===== config.mk =====
export PLATFORM = sky130hd
export DESIGN_NAME = backplane_buffer_control
export DESIGN_NICKNAME = d
export VERILOG_FILES = /design/src/core_pkg.sv /design/src/backplane_buffer_control.sv /design/src/sync_stage.sv
export SDC_FILE = /design/constraint.sdc
export NUM_CORES = 1
export LEC_CHECK = 0
export ABC_AREA = 1
export BUFFER_PORTS_ARGS = -buffer_cell sky130_fd_sc_hd__buf_2
export CORE_MARGIN = 3
export CORE_UTILIZATION = 47
export DETAILED_ROUTE_END_ITERATION = 8
export GPL_TIMING_DRIVEN = 0
export PLACE_DENSITY = 0.74
export SLEW_MARGIN = 0
export SYNTH_ARGS = -nofsm -noshare
export SYNTH_HDL_FRONTEND = slang
export SYNTH_SLANG_ARGS = --single-unit

===== constraint.sdc =====
create_clock -name core_clk -period 3.77 [get_ports core_clk]
set_clock_uncertainty 0.15 [all_clocks]
set_input_delay 0.1885 -clock core_clk [delete_from_list [all_inputs] [get_ports core_clk]]
set_output_delay 0.1885 -clock core_clk [all_outputs]
set_load 0.005 [all_outputs]

===== src/core_pkg.sv =====
// Shared types and constants for the backplane buffer control block.
package core_pkg;

  // ----------------------------------------------------------------
  // Clock and timing
  // ----------------------------------------------------------------
  localparam int CORE_CLK_HZ = 25_000_000;
  localparam int SYNC_STAGES = 2;
  localparam logic [1:0] FIRST_BLOCK_HIGH = 2'h2;
  localparam logic [1:0] PULSE_HIGH = 2'h1;
  localparam logic [1:0] PULSE_NONE = 2'h0;

  // ----------------------------------------------------------------
  // Output idle and active levels
  // ----------------------------------------------------------------
  localparam logic LOAD_IDLE = 1'b0;
  localparam logic LOAD_ACTIVE = 1'b1;
  localparam logic EN_OFF = 1'b1;
  localparam logic EN_ON = 1'b0;
  localparam logic SEL_DATA = 1'b1;
  localparam logic SEL_ADDR = 1'b0;

  // ----------------------------------------------------------------
  // State machines
  // ----------------------------------------------------------------
  typedef enum logic [2:0] {
    M_IDLE = 3'b000,
    M_ADDR = 3'b001,
    M_DATA = 3'b010,
    M_DONE = 3'b011,
    M_HOLD = 3'b100
  } master_state_e;

  typedef enum logic [1:0] {
    S_IDLE = 2'b00,
    S_WAIT = 2'b01,
    S_GRANT = 2'b10
  } slave_state_e;

  // ----------------------------------------------------------------
  // Pin groups
  // ----------------------------------------------------------------
  typedef struct packed {
    logic bus_clk;
    logic bus_reset_n;
    logic start_n;
    logic ack_n;
    logic tm0_n;
  } bus_pins_s;

  typedef struct packed {
    logic master_start;
    logic master_write;
    logic master_block;
    logic slave_selected;
    logic slave_write;
    logic slave_block;
    logic slave_grant_access_n;
    logic slave_interim_ack_n;
    logic local_ack_n;
    logic master_hold_n;
  } local_ctl_s;

endpackage


===== src/backplane_buffer_control.sv =====
// Buffer control outputs for a multiplexed backplane address/data interface.
//
// Summary of operation
// - Address load clock changes on start-cycle sample edge
// - Mux select rests high; low means address
// - Master: mux select low one period from start
// - Master write: bus enable held until acknowledge
// - Master read: bus enable held one cycle
// - Slave read: bus enable on acknowledge cycle
// - Slave address enable low after grant asserts
// - Early grant: address enable at first sample
// - Master read: data clock on ack or interim
// - Slave write: data clock when grant asserts
// - Block write: first data clock high two cycles
// - Block write, early grant: clock after start
// - Interim ack request gives one-cycle data pulse
// - Local ack gives final block data pulse
// - Master read: data enable until hold released
// - Slave write: data enable follows grant edges
// - Slave enables only with grant, once requested
// - Interim ack request drives transfer mode zero
`timescale 1ns/1ps
module backplane_buffer_control (
  // Clock and reset
  input wire logic core_clk,
  input wire logic rst,
  // Backplane pins
  input wire core_pkg::bus_pins_s bus_pins,
  // Local control and controller status
  input wire core_pkg::local_ctl_s local_ctl,
  // Transceiver control
  output logic addr_load_clk,
  output logic data_load_clk,
  output logic mux_sel,
  output logic bus_out_enable_n,
  output logic local_addr_enable_n,
  output logic local_data_enable_n,
  // Transfer mode zero, open drain
  output logic tm0_out,
  output logic tm0_oe
);
  import core_pkg::*;

  // ----------------------------------------------------------------
  // Input synchronisation and bus clock edges
  // ----------------------------------------------------------------
  bus_pins_s bp;
  local_ctl_s lc;
  logic bclk_q;
  logic fall;
  logic rise;
  logic hold_idle;

  sync_stage #(
    .WIDTH($bits(bus_pins_s)),
    .INIT({$bits(bus_pins_s){1'b1}})
  ) u_sync_bus (
    .core_clk(core_clk),
    .rst(rst),
    .din(bus_pins),
    .dout(bp)
  );

  sync_stage #(
    .WIDTH($bits(local_ctl_s)),
    .INIT(10'h0F)
  ) u_sync_local (
    .core_clk(core_clk),
    .rst(rst),
    .din(local_ctl),
    .dout(lc)
  );

  always_ff @(posedge core_clk) begin
    if (rst) begin
      bclk_q <= 1'b1;
    end else begin
      bclk_q <= bp.bus_clk;
    end
  end

  assign fall = bclk_q & ~bp.bus_clk;
  assign rise = ~bclk_q & bp.bus_clk;
  assign hold_idle = rst | ~bp.bus_reset_n;

  // ----------------------------------------------------------------
  // Bus cycle decode, valid only at the sample edge
  // ----------------------------------------------------------------
  logic start_cyc;
  logic ack_cyc;
  logic interim_cyc;
  logic m_start_edge;

  assign start_cyc = fall & ~bp.start_n & bp.ack_n;
  assign ack_cyc = fall & ~bp.ack_n & bp.start_n;
  assign interim_cyc = fall & ~bp.tm0_n & bp.ack_n & bp.start_n;

  // ----------------------------------------------------------------
  // Master sequence
  // ----------------------------------------------------------------
  master_state_e mstate;
  master_state_e next_mstate;

  assign m_start_edge = rise & lc.master_start & (mstate == M_IDLE);

  always_comb begin
    next_mstate = mstate;
    case (mstate)
      M_IDLE: if (m_start_edge) next_mstate = M_ADDR;
      M_ADDR: if (rise) next_mstate = M_DATA;
      M_DATA: if (ack_cyc) next_mstate = lc.master_write ? M_DONE : M_HOLD;
      M_DONE: if (rise) next_mstate = M_IDLE;
      M_HOLD: if (fall & lc.master_hold_n) next_mstate = M_IDLE;
      default: next_mstate = M_IDLE;
    endcase
  end

  always_ff @(posedge core_clk) begin
    if (hold_idle) begin
      mstate <= M_IDLE;
    end else begin
      mstate <= next_mstate;
    end
  end

  // ----------------------------------------------------------------
  // Slave sequence
  // ----------------------------------------------------------------
  slave_state_e sstate;
  slave_state_e next_sstate;

  always_comb begin
    next_sstate = sstate;
    case (sstate)
      S_IDLE: if (fall & lc.slave_selected) begin
        next_sstate = lc.slave_grant_access_n ? S_WAIT : S_GRANT;
      end
      S_WAIT: if (fall & ~lc.slave_grant_access_n) next_sstate = S_GRANT;
      S_GRANT: if (fall & lc.slave_grant_access_n) next_sstate = S_IDLE;
      default: next_sstate = S_IDLE;
    endcase
  end

  always_ff @(posedge core_clk) begin
    if (hold_idle) begin
      sstate <= S_IDLE;
    end else begin
      sstate <= next_sstate;
    end
  end

  logic grant_entry;
  logic block_wr;
  assign grant_entry = (sstate != S_GRANT) & (next_sstate == S_GRANT);
  assign block_wr = lc.slave_write & lc.slave_block;

  // ----------------------------------------------------------------
  // Address path
  // ----------------------------------------------------------------
  always_ff @(posedge core_clk) begin
    if (hold_idle) begin
      addr_load_clk <= LOAD_IDLE;
    end else if (fall) begin
      addr_load_clk <= start_cyc ? LOAD_ACTIVE : LOAD_IDLE;
    end
  end

  always_ff @(posedge core_clk) begin
    if (hold_idle) begin
      mux_sel <= SEL_DATA;
    end else if (m_start_edge) begin
      mux_sel <= SEL_ADDR;
    end else if (rise) begin
      mux_sel <= SEL_DATA;
    end
  end

  always_ff @(posedge core_clk) begin
    if (hold_idle) begin
      local_addr_enable_n <= EN_OFF;
    end else if (fall) begin
      local_addr_enable_n <= (next_sstate == S_GRANT) ? EN_ON : EN_OFF;
    end
  end

  // ----------------------------------------------------------------
  // Bus output enable
  // ----------------------------------------------------------------
  logic ack_arm;

  always_ff @(posedge core_clk) begin
    if (hold_idle) begin
      ack_arm <= 1'b0;
    end else if (fall) begin
      ack_arm <= (sstate == S_GRANT) & ~lc.local_ack_n & ~lc.slave_write;
    end else if (rise) begin
      ack_arm <= 1'b0;
    end
  end

  always_ff @(posedge core_clk) begin
    if (hold_idle) begin
      bus_out_enable_n <= EN_OFF;
    end else if (m_start_edge) begin
      bus_out_enable_n <= EN_ON;
    end else if (rise & (mstate == M_ADDR) & ~lc.master_write) begin
      bus_out_enable_n <= EN_OFF;
    end else if (rise & (mstate == M_DONE)) begin
      bus_out_enable_n <= EN_OFF;
    end else if (rise & ack_arm) begin
      bus_out_enable_n <= EN_ON;
    end else if (rise & (mstate == M_IDLE)) begin
      bus_out_enable_n <= EN_OFF;
    end
  end

  // ----------------------------------------------------------------
  // Data load clock
  // ----------------------------------------------------------------
  logic [1:0] data_load_clk_left;
  logic [1:0] next_load;

  always_comb begin
    next_load = PULSE_NONE;
    if ((mstate == M_DATA) & ~lc.master_write) begin
      if (ack_cyc | (lc.master_block & interim_cyc)) begin
        next_load = PULSE_HIGH;
      end
    end else if (grant_entry & lc.slave_write) begin
      next_load = block_wr ? FIRST_BLOCK_HIGH : PULSE_HIGH;
    end else if ((sstate == S_GRANT) & block_wr & (data_load_clk_left == PULSE_NONE)) begin
      if (~lc.slave_interim_ack_n | ~lc.local_ack_n) begin
        next_load = PULSE_HIGH;
      end
    end
  end

  always_ff @(posedge core_clk) begin
    if (hold_idle) begin
      data_load_clk_left <= PULSE_NONE;
      data_load_clk <= LOAD_IDLE;
    end else if (fall) begin
      if (next_load != PULSE_NONE) begin
        data_load_clk_left <= next_load - PULSE_HIGH;
        data_load_clk <= LOAD_ACTIVE;
      end else if (data_load_clk_left != PULSE_NONE) begin
        data_load_clk_left <= data_load_clk_left - PULSE_HIGH;
        data_load_clk <= LOAD_ACTIVE;
      end else begin
        data_load_clk <= LOAD_IDLE;
      end
    end
  end

  // ----------------------------------------------------------------
  // Local data enable
  // ----------------------------------------------------------------
  always_ff @(posedge core_clk) begin
    if (hold_idle) begin
      local_data_enable_n <= EN_OFF;
    end else if (fall) begin
      if (next_mstate == M_HOLD) begin
        local_data_enable_n <= EN_ON;
      end else if ((next_sstate == S_GRANT) & lc.slave_write) begin
        local_data_enable_n <= EN_ON;
      end else begin
        local_data_enable_n <= EN_OFF;
      end
    end
  end

  // ----------------------------------------------------------------
  // Interim acknowledge on transfer mode zero
  // ----------------------------------------------------------------
  logic tm0_arm;

  always_ff @(posedge core_clk) begin
    if (hold_idle) begin
      tm0_arm <= 1'b0;
    end else if (fall) begin
      tm0_arm <= (sstate == S_GRANT) & lc.slave_block & ~lc.slave_interim_ack_n;
    end else if (rise) begin
      tm0_arm <= 1'b0;
    end
  end

  always_ff @(posedge core_clk) begin
    if (hold_idle) begin
      tm0_oe <= 1'b0;
      tm0_out <= 1'b0;
    end else if (rise) begin
      tm0_oe <= tm0_arm;
      tm0_out <= 1'b0;
    end
  end

  // ----------------------------------------------------------------
  // Checks
  // ----------------------------------------------------------------
  property p_addr_clk;
    @(posedge core_clk) disable iff (hold_idle)
    start_cyc |=> addr_load_clk;
  endproperty
  a_addr_clk: assert property (p_addr_clk) else $error("address load clock missed start");
  property p_mux_low;
    @(posedge core_clk) disable iff (hold_idle)
    m_start_edge |=> (mux_sel == SEL_ADDR) && (mstate == M_ADDR);
  endproperty
  a_mux_low: assert property (p_mux_low) else $error("mux select not low at start");
  property p_mux_rest;
    @(posedge core_clk) disable iff (hold_idle)
    (mux_sel == SEL_ADDR) && rise && (mstate == M_ADDR) |=> (mux_sel == SEL_DATA);
  endproperty
  a_mux_rest: assert property (p_mux_rest) else $error("mux select held past one period");
  property p_wr_enable;
    @(posedge core_clk) disable iff (hold_idle)
    (mstate == M_DATA) && lc.master_write && $past(mstate == M_DATA)
      |-> (bus_out_enable_n == EN_ON);
  endproperty
  a_wr_enable: assert property (p_wr_enable) else $error("write enable dropped before ack");
  property p_rd_enable;
    @(posedge core_clk) disable iff (hold_idle)
    rise && (mstate == M_ADDR) && !lc.master_write |=> (bus_out_enable_n == EN_OFF);
  endproperty
  a_rd_enable: assert property (p_rd_enable) else $error("read enable longer than a cycle");
  property p_aen_on;
    @(posedge core_clk) disable iff (hold_idle)
    fall && (sstate == S_WAIT) && !lc.slave_grant_access_n
      |=> (local_addr_enable_n == EN_ON) ##1 (sstate == S_GRANT);
  endproperty
  a_aen_on: assert property (p_aen_on) else $error("address enable late after grant");
  property p_aen_off;
    @(posedge core_clk) disable iff (hold_idle)
    fall && (sstate == S_GRANT) && lc.slave_grant_access_n
      |=> (local_addr_enable_n == EN_OFF) && (sstate == S_IDLE);
  endproperty
  a_aen_off: assert property (p_aen_off) else $error("address enable not released");
  property p_block_first;
    @(posedge core_clk) disable iff (hold_idle)
    fall && grant_entry && block_wr |=> data_load_clk && (data_load_clk_left == PULSE_HIGH);
  endproperty
  a_block_first: assert property (p_block_first) else $error("first block pulse wrong");
  property p_den_hold;
    @(posedge core_clk) disable iff (hold_idle)
    (mstate == M_HOLD) && $past(mstate == M_HOLD) |-> (local_data_enable_n == EN_ON);
  endproperty
  a_den_hold: assert property (p_den_hold) else $error("data enable dropped during hold");
  property p_tm0;
    @(posedge core_clk) disable iff (hold_idle)
    rise && tm0_arm |=> tm0_oe;
  endproperty
  a_tm0: assert property (p_tm0) else $error("interim ack not driven");
  property p_reset_idle;
    @(posedge core_clk)
    hold_idle |=> (bus_out_enable_n == EN_OFF) && (local_addr_enable_n == EN_OFF)
      && (local_data_enable_n == EN_OFF) && (mux_sel == SEL_DATA) && !tm0_oe
      && (addr_load_clk == LOAD_IDLE) && (data_load_clk == LOAD_IDLE);
  endproperty
  a_reset_idle: assert property (p_reset_idle) else $error("outputs not idle in reset");

endmodule


===== src/sync_stage.sv =====
// Two flip-flop synchroniser for a group of asynchronous inputs.
`timescale 1ns/1ps
module sync_stage #(
  parameter int WIDTH = 1,
  parameter logic [WIDTH-1:0] INIT = '0
) (
  // Clock and reset
  input wire logic core_clk,
  input wire logic rst,
  // Data
  input wire logic [WIDTH-1:0] din,
  output logic [WIDTH-1:0] dout
);
  logic [WIDTH-1:0] meta;

  always_ff @(posedge core_clk) begin
    if (rst) begin
      meta <= INIT;
      dout <= INIT;
    end else begin
      meta <= din;
      dout <= meta;
    end
  end
endmodule

# ---- Word-level counts from Yosys, hierarchy flattened
# Index checks and enable logic that the tools add are counted.
dict set report op_classes {
  n_addsub 2
  n_eq_ne 9
  mux 36
  bitwise_logic 46
  n_reduce_logical 10
}
# cell n
set op_table {}
lappend op_table {{bitwise AND 1 bit} 32}
lappend op_table {{2-to-1 mux 1 bit} 19}
lappend op_table {{2-to-1 mux 2 bit} 9}
lappend op_table {{2-to-1 mux 3 bit} 6}
lappend op_table {{case mux 3 bit (5 select lines)} 1}
lappend op_table {{inverter 1 bit} 11}
lappend op_table {{nonzero test 2 bit} 5}
lappend op_table {{equality test 3 x 2 -> 1 bit (second input constant)} 2}
lappend op_table {{equality test 3 bit (second input constant)} 2}
lappend op_table {{case mux 2 bit (3 select lines)} 1}
lappend op_table {{nonzero test 5 bit} 1}
lappend op_table {{equality test 2 bit (second input constant)} 2}
lappend op_table {{zero test 2 bit} 2}
lappend op_table {{subtractor 2 x 1 -> 2 bit (second input constant)} 2}
lappend op_table {{equality test 3 x 1 -> 1 bit (second input constant)} 1}
lappend op_table {{zero test 3 bit} 1}
lappend op_table {{OR 1 bit} 3}
lappend op_table {{equality test 2 x 1 -> 1 bit (second input constant)} 1}
lappend op_table {{inequality test 2 bit (second input constant)} 1}
lappend op_table {{AND reduction 2 bit} 1}
dict set report word_totals {
  ff_bits 47
  output_inout_bits 8
  word_cells 120
}

# ---- Depth between registers and ports, before layout
dict set report logic_depth {
  ltp_word 13
  ltp_mapped 15
  mapped_depth_nobuf 14
}

# ---- Modules after synthesis
# Synthesis repeated with hierarchy kept, for this count alone.
dict set report unflattened {
  cells_unflattened 227
  area_unflattened_um2 1776.7
}
# module n_inst cells_each area_per_inst_um2 seq_area_each_um2
set by_module_without_submodules {}
lappend by_module_without_submodules {backplane_buffer_control 1 134 932.1 340.3}
lappend by_module_without_submodules {{sync_stage (u_sync_local)} 1 62 565.5 400.4}
lappend by_module_without_submodules {{sync_stage (u_sync_bus)} 1 31 279.0 200.2}

# ---- Least setup slack after synthesis
# No wires, ideal clock.
dict set report synth_timing {
  path_kind {reg2reg}
  start {reg u_sync_bus.dout[4]}
  end {reg data_load_clk_left[0]}
  t_arrival_ns 1.433
  required_time_ns 3.510
  slack_ns 2.077
  stages_incl_launch_ff 16
  n_path_buf 1
  cell_sequence {dfxtp_1 inv_1 ha_1 inv_2 buf_6 nor2_4 nand2_2 nand3_2 nand3_2 nand2_2 nand2_2 nand2_2 nand2_1 nand2_1 nand2_1 nor2_2}
}
dict set report synth_between {
  elab_chain_len 13
}
# item line
set synth_lines {}
lappend synth_lines {{start, declared} sync_stage.sv:12} ;# output logic [WIDTH-1:0] dout
lappend synth_lines {{start signal, assigned} sync_stage.sv:22} ;# dout <= meta;
lappend synth_lines {{inverter 1 bit (*)} backplane_buffer_control.sv:82} ;# assign fall = bclk_q & ~bp.bus_clk;
lappend synth_lines {{bitwise AND 1 bit (*)} backplane_buffer_control.sv:82}
lappend synth_lines {{net fall} backplane_buffer_control.sv:50} ;# logic fall;
lappend synth_lines {{parallel branches: the longest is 11 deep, another holds subtractor 2 x 1 -> 2 bit} --}
lappend synth_lines {{end signal, assigned} backplane_buffer_control.sv:244} ;# data_load_clk_left <= next_load - PULSE_HIGH;
lappend synth_lines {{end signal, assigned} backplane_buffer_control.sv:247} ;# data_load_clk_left <= data_load_clk_left - PULSE_HIGH;
lappend synth_lines {{end, declared} backplane_buffer_control.sv:220} ;# logic [1:0] data_load_clk_left;
# Mark *: on every way through the listed nets, which the timed path passes.
# A chain may end at the register's enable or synchronous reset.

# ---- Worst setup path after layout
# Ends and elaborated chain as after synthesis.

==> results by group <==
Outcome
  • Status: finished clean

Timing
  • Final hold violation count: 0
  • Unrepaired setup endpoints after global routing: false
  • Max Clk Rate: around 0.52 GHz
  • Final setup vio count: 0
  • Crit share post-route: 0.507
  • Sum Neg Setup Slack: 0 ps
  • Period minus WS final: about 1900 ps
  • Final Max Tran Viols: 0

Global route
  • Gr ovfl total: 0
  • Vias in the first global route: roughly 1.3k
  • Maximum number of pins on one net before global-route repair: 16
  • Antenna violations before repair: 0
  • First-pass GRT wire length: 5.35 mm
  • GRT Total Usage: 0.162

Final layout
  • Final core utilization: 0.614
  • Final net count: roughly 270
  • Share of cells above drive strength 1: 0.233
  • Commonest non-fill, non-tap cells in the layout: dfxtp_1 (47), inv_1 (32), nand2_1 (30)
  • N_diodes: 0
  • Commonest non-fill, non-tap cell in the layout: dfxtp_1
  • Area Overhead vs Synth: 22.9%
  • Fill cell count: around 310

Drt
  • Via count: roughly 1.3k
  • Routed Antenna Nets: 0
  • 1st-iter DRT viols: 70
  • Wirelength per Cell: between 9 and 10 microns
  • Routed Wire Length: around 2.9 mm
  • Drt first pass iters: 4
  • Routed vias/inst: around 4.4
  • Residual DRC: 0

Floorplanning
  • Die X: 66.3 microns
  • Io pins: 25
  • Core Box Area: 3420 sq um
  • Die span in y: approximately 66 microns
  • Initial core utilization: 0.500
  • Die area: between 4000 and 5000 sq um
  • Rows: 21

Worst setup path
  • Slowest stage cell, crit path: dfxtp_1
  • Startpoint types: register
  • CP max FO: 10
  • Max stage delay on crit path: around 330 ps
  • Most common cell on crit path: nand2_2
  • Kind of end point of the critical path: register
  • WP data arrival: 2090 ps
  • Worst path bufs/invs: 3
  • Crit path kind: register to register
  • CP required: 3950 ps
  • Critical path, cell by cell: inv_1 -> ha_1 -> inv_2 -> buf_6 -> nor2_4 -> nand2_2 -> nand3_2 -> nand3_2 -> nand2_2 -> nand2_2 -> nand2_2 -> nand2_1 -> nand2_1 -> nand2_1 -> nor2_2
  • Critical path's top delay family: simple AND/OR/NAND/NOR gates
  • Reg-to-reg slack, setup: 1860 ps

Synthesis
  • Adder-Cell Fraction of Synth Area: 0.0147
  • Post-Synth XOR/XNOR Area: 0
  • Yosys top cell by area: dfxtp_1
  • #FFs+latches synth: 47
  • Syn avg cell area: 8.29 sq um
  • Post-synthesis simple-gate area fraction: 0.268
  • Synth Area in Compound Gates: 0.0718
  • Yosys top cell area share: 0.551
  • Netlist cell types: 27
  • Largest family of logic cells by synthesized area: simple AND/OR/NAND/NOR gates
  • Largest cells by area after synthesis: dfxtp_1 (55%), inv_1 (7.0%), nand2_1 (6.6%)
  • Mapped Area: ~1700 sq um
  • Gate Count Post-Synth: between 200 and 250
  • Syn Nets: between 200 and 250
  • Sequential share of the synthesized area: 0.551
  • Post-synthesis mux area share: 0
  • YS warnings: 0

Power
  • Leak Pwr: around 0.94 nW
  • Design Power: slightly above 0.0008 W
  • PwrDens: 390 nW/um^2
  • Worst VDD drop: between 0.2 and 0.3 mV

Place
  • Buffers on Ports: 23
  • Detail Placement HPWL: between 1.5 and 2 mm
  • Gpl congestion: approximately 0.8

Clocking
  • CTS tree: done
  • CTS clk-pin slew, worst paths: around 140 ps
  • # H-tree levels: 2
  • Clock buffer depth: 2
  • CTS Buf Count: 5
  • Clock root cell: clkbuf_4
  • TritonCTS Sinks: 47
  • Clk_lat worst skew: 370 ps
  • PostCTS Resize Cnt: 0

Worst hold path
  • HP Class: register to register

Run
  • Max-cap viol count: 0
[kinds of logic after synthesis]
logic type / Yosys count
flops: 47
compound gates: 21
simple gates: 96
buf+inv: 39
other cells: 1
fa+ha+maj: 2
[state kept, by name (all words and copies together), names as in the netlist, 2 cells and up]
signal and cells:
sstate 2, mstate 3, u_sync_bus.meta 5, data_load_clk_left 2, u_sync_local.dout 10, u_sync_bus.dout 5
u_sync_local.meta 10
[worst paths after layout]
path | startpoint | endpoint | depth (start not counted)
worst max-delay path | u_sync_bus.dout[4] | data_load_clk_left[0] | 15
worst min-delay path | u_sync_local.meta[9] | u_sync_local.dout[9] | 2
worst max register to register | u_sync_bus.dout[4] | data_load_clk_left[0] | 15
worst min register to register | u_sync_local.meta[9] | u_sync_local.dout[9] | 2
[layout make-up]
type,count,area (sq um),share of cell area
sequential,47,941,0.448
clock inverter,2,16.3,0.00775
buffer,6,33.8,0.0161
tap,46,57.6,0.0274
clock buffer,6,41.3,0.0197
multi-input combinational,120,609,0.290
timing repair buffer,39,275,0.131
inverter,33,124,0.0590
[power breakdown]
group / leakage, nW / internal [W] / switching [W]
Combinational: 0.529 / 0.0000311 / 0.0000252
Sequential: 0.386 / 0.000513 / 0.00000606
Clock: 0.0289 / 0.0000756 / 0.000167
Total: 0.944 / 0.000620 / 0.000198
[worst reg2reg max path, cell delays in order, from the launching register on]
cell and delay (ps):
dfxtp_1 330, inv_1 70, ha_1 330, inv_2 70
buf_6 150, nor2_4 90, nand2_2 60, nand3_2 100
nand3_2 80, nand2_2 70, nand2_2 60, nand2_2 60
nand2_1 60, nand2_1 70, nand2_1 50, nor2_2 70
[what timing repair did]
item | in CTS | in global routing
endpoints found under the hold margin | 16 | 0
hold buffers | 16 | 0
buffers inserted | 0 | 0
endpoints found under the setup margin | 0 | 0
[cells in the mapped netlist, drive strengths merged]
library cell / instances
a22oi: 1
nor3: 1
or2: 19
nand2: 34
nor4: 2
buf: 2
inv: 33
o2111ai: 1
a21oi: 9
o22ai: 1
a31oi: 3
clkbuf: 4
nor2: 29
a211oi: 1
dfxtp: 47
nand3: 11
ha: 2
conb: 1
o21ai: 4
o41ai: 1
[stage by stage]
stage                     hold WS [ps]  cells  cell area [sq um]  setup slack [ps]
after detailed placement           222    275               1880              1870
after CTS                          262    299               2100              1840
after global placement             220    275               1880              1880
final                              263    299               2100              1860
after global routing               290    299               2100              1620
after floorplan                    142    206               1710              2080
[routing by layer]
layer | wire length [microns] | GRT usage
met3 | 126 | 0.0612
met2 | 1350 | 0.268
met4 | 62 | 0.0685
met5 | 0 | 0
met1 | 1360 | 0.186
Power figures use the tool's default switching activity.
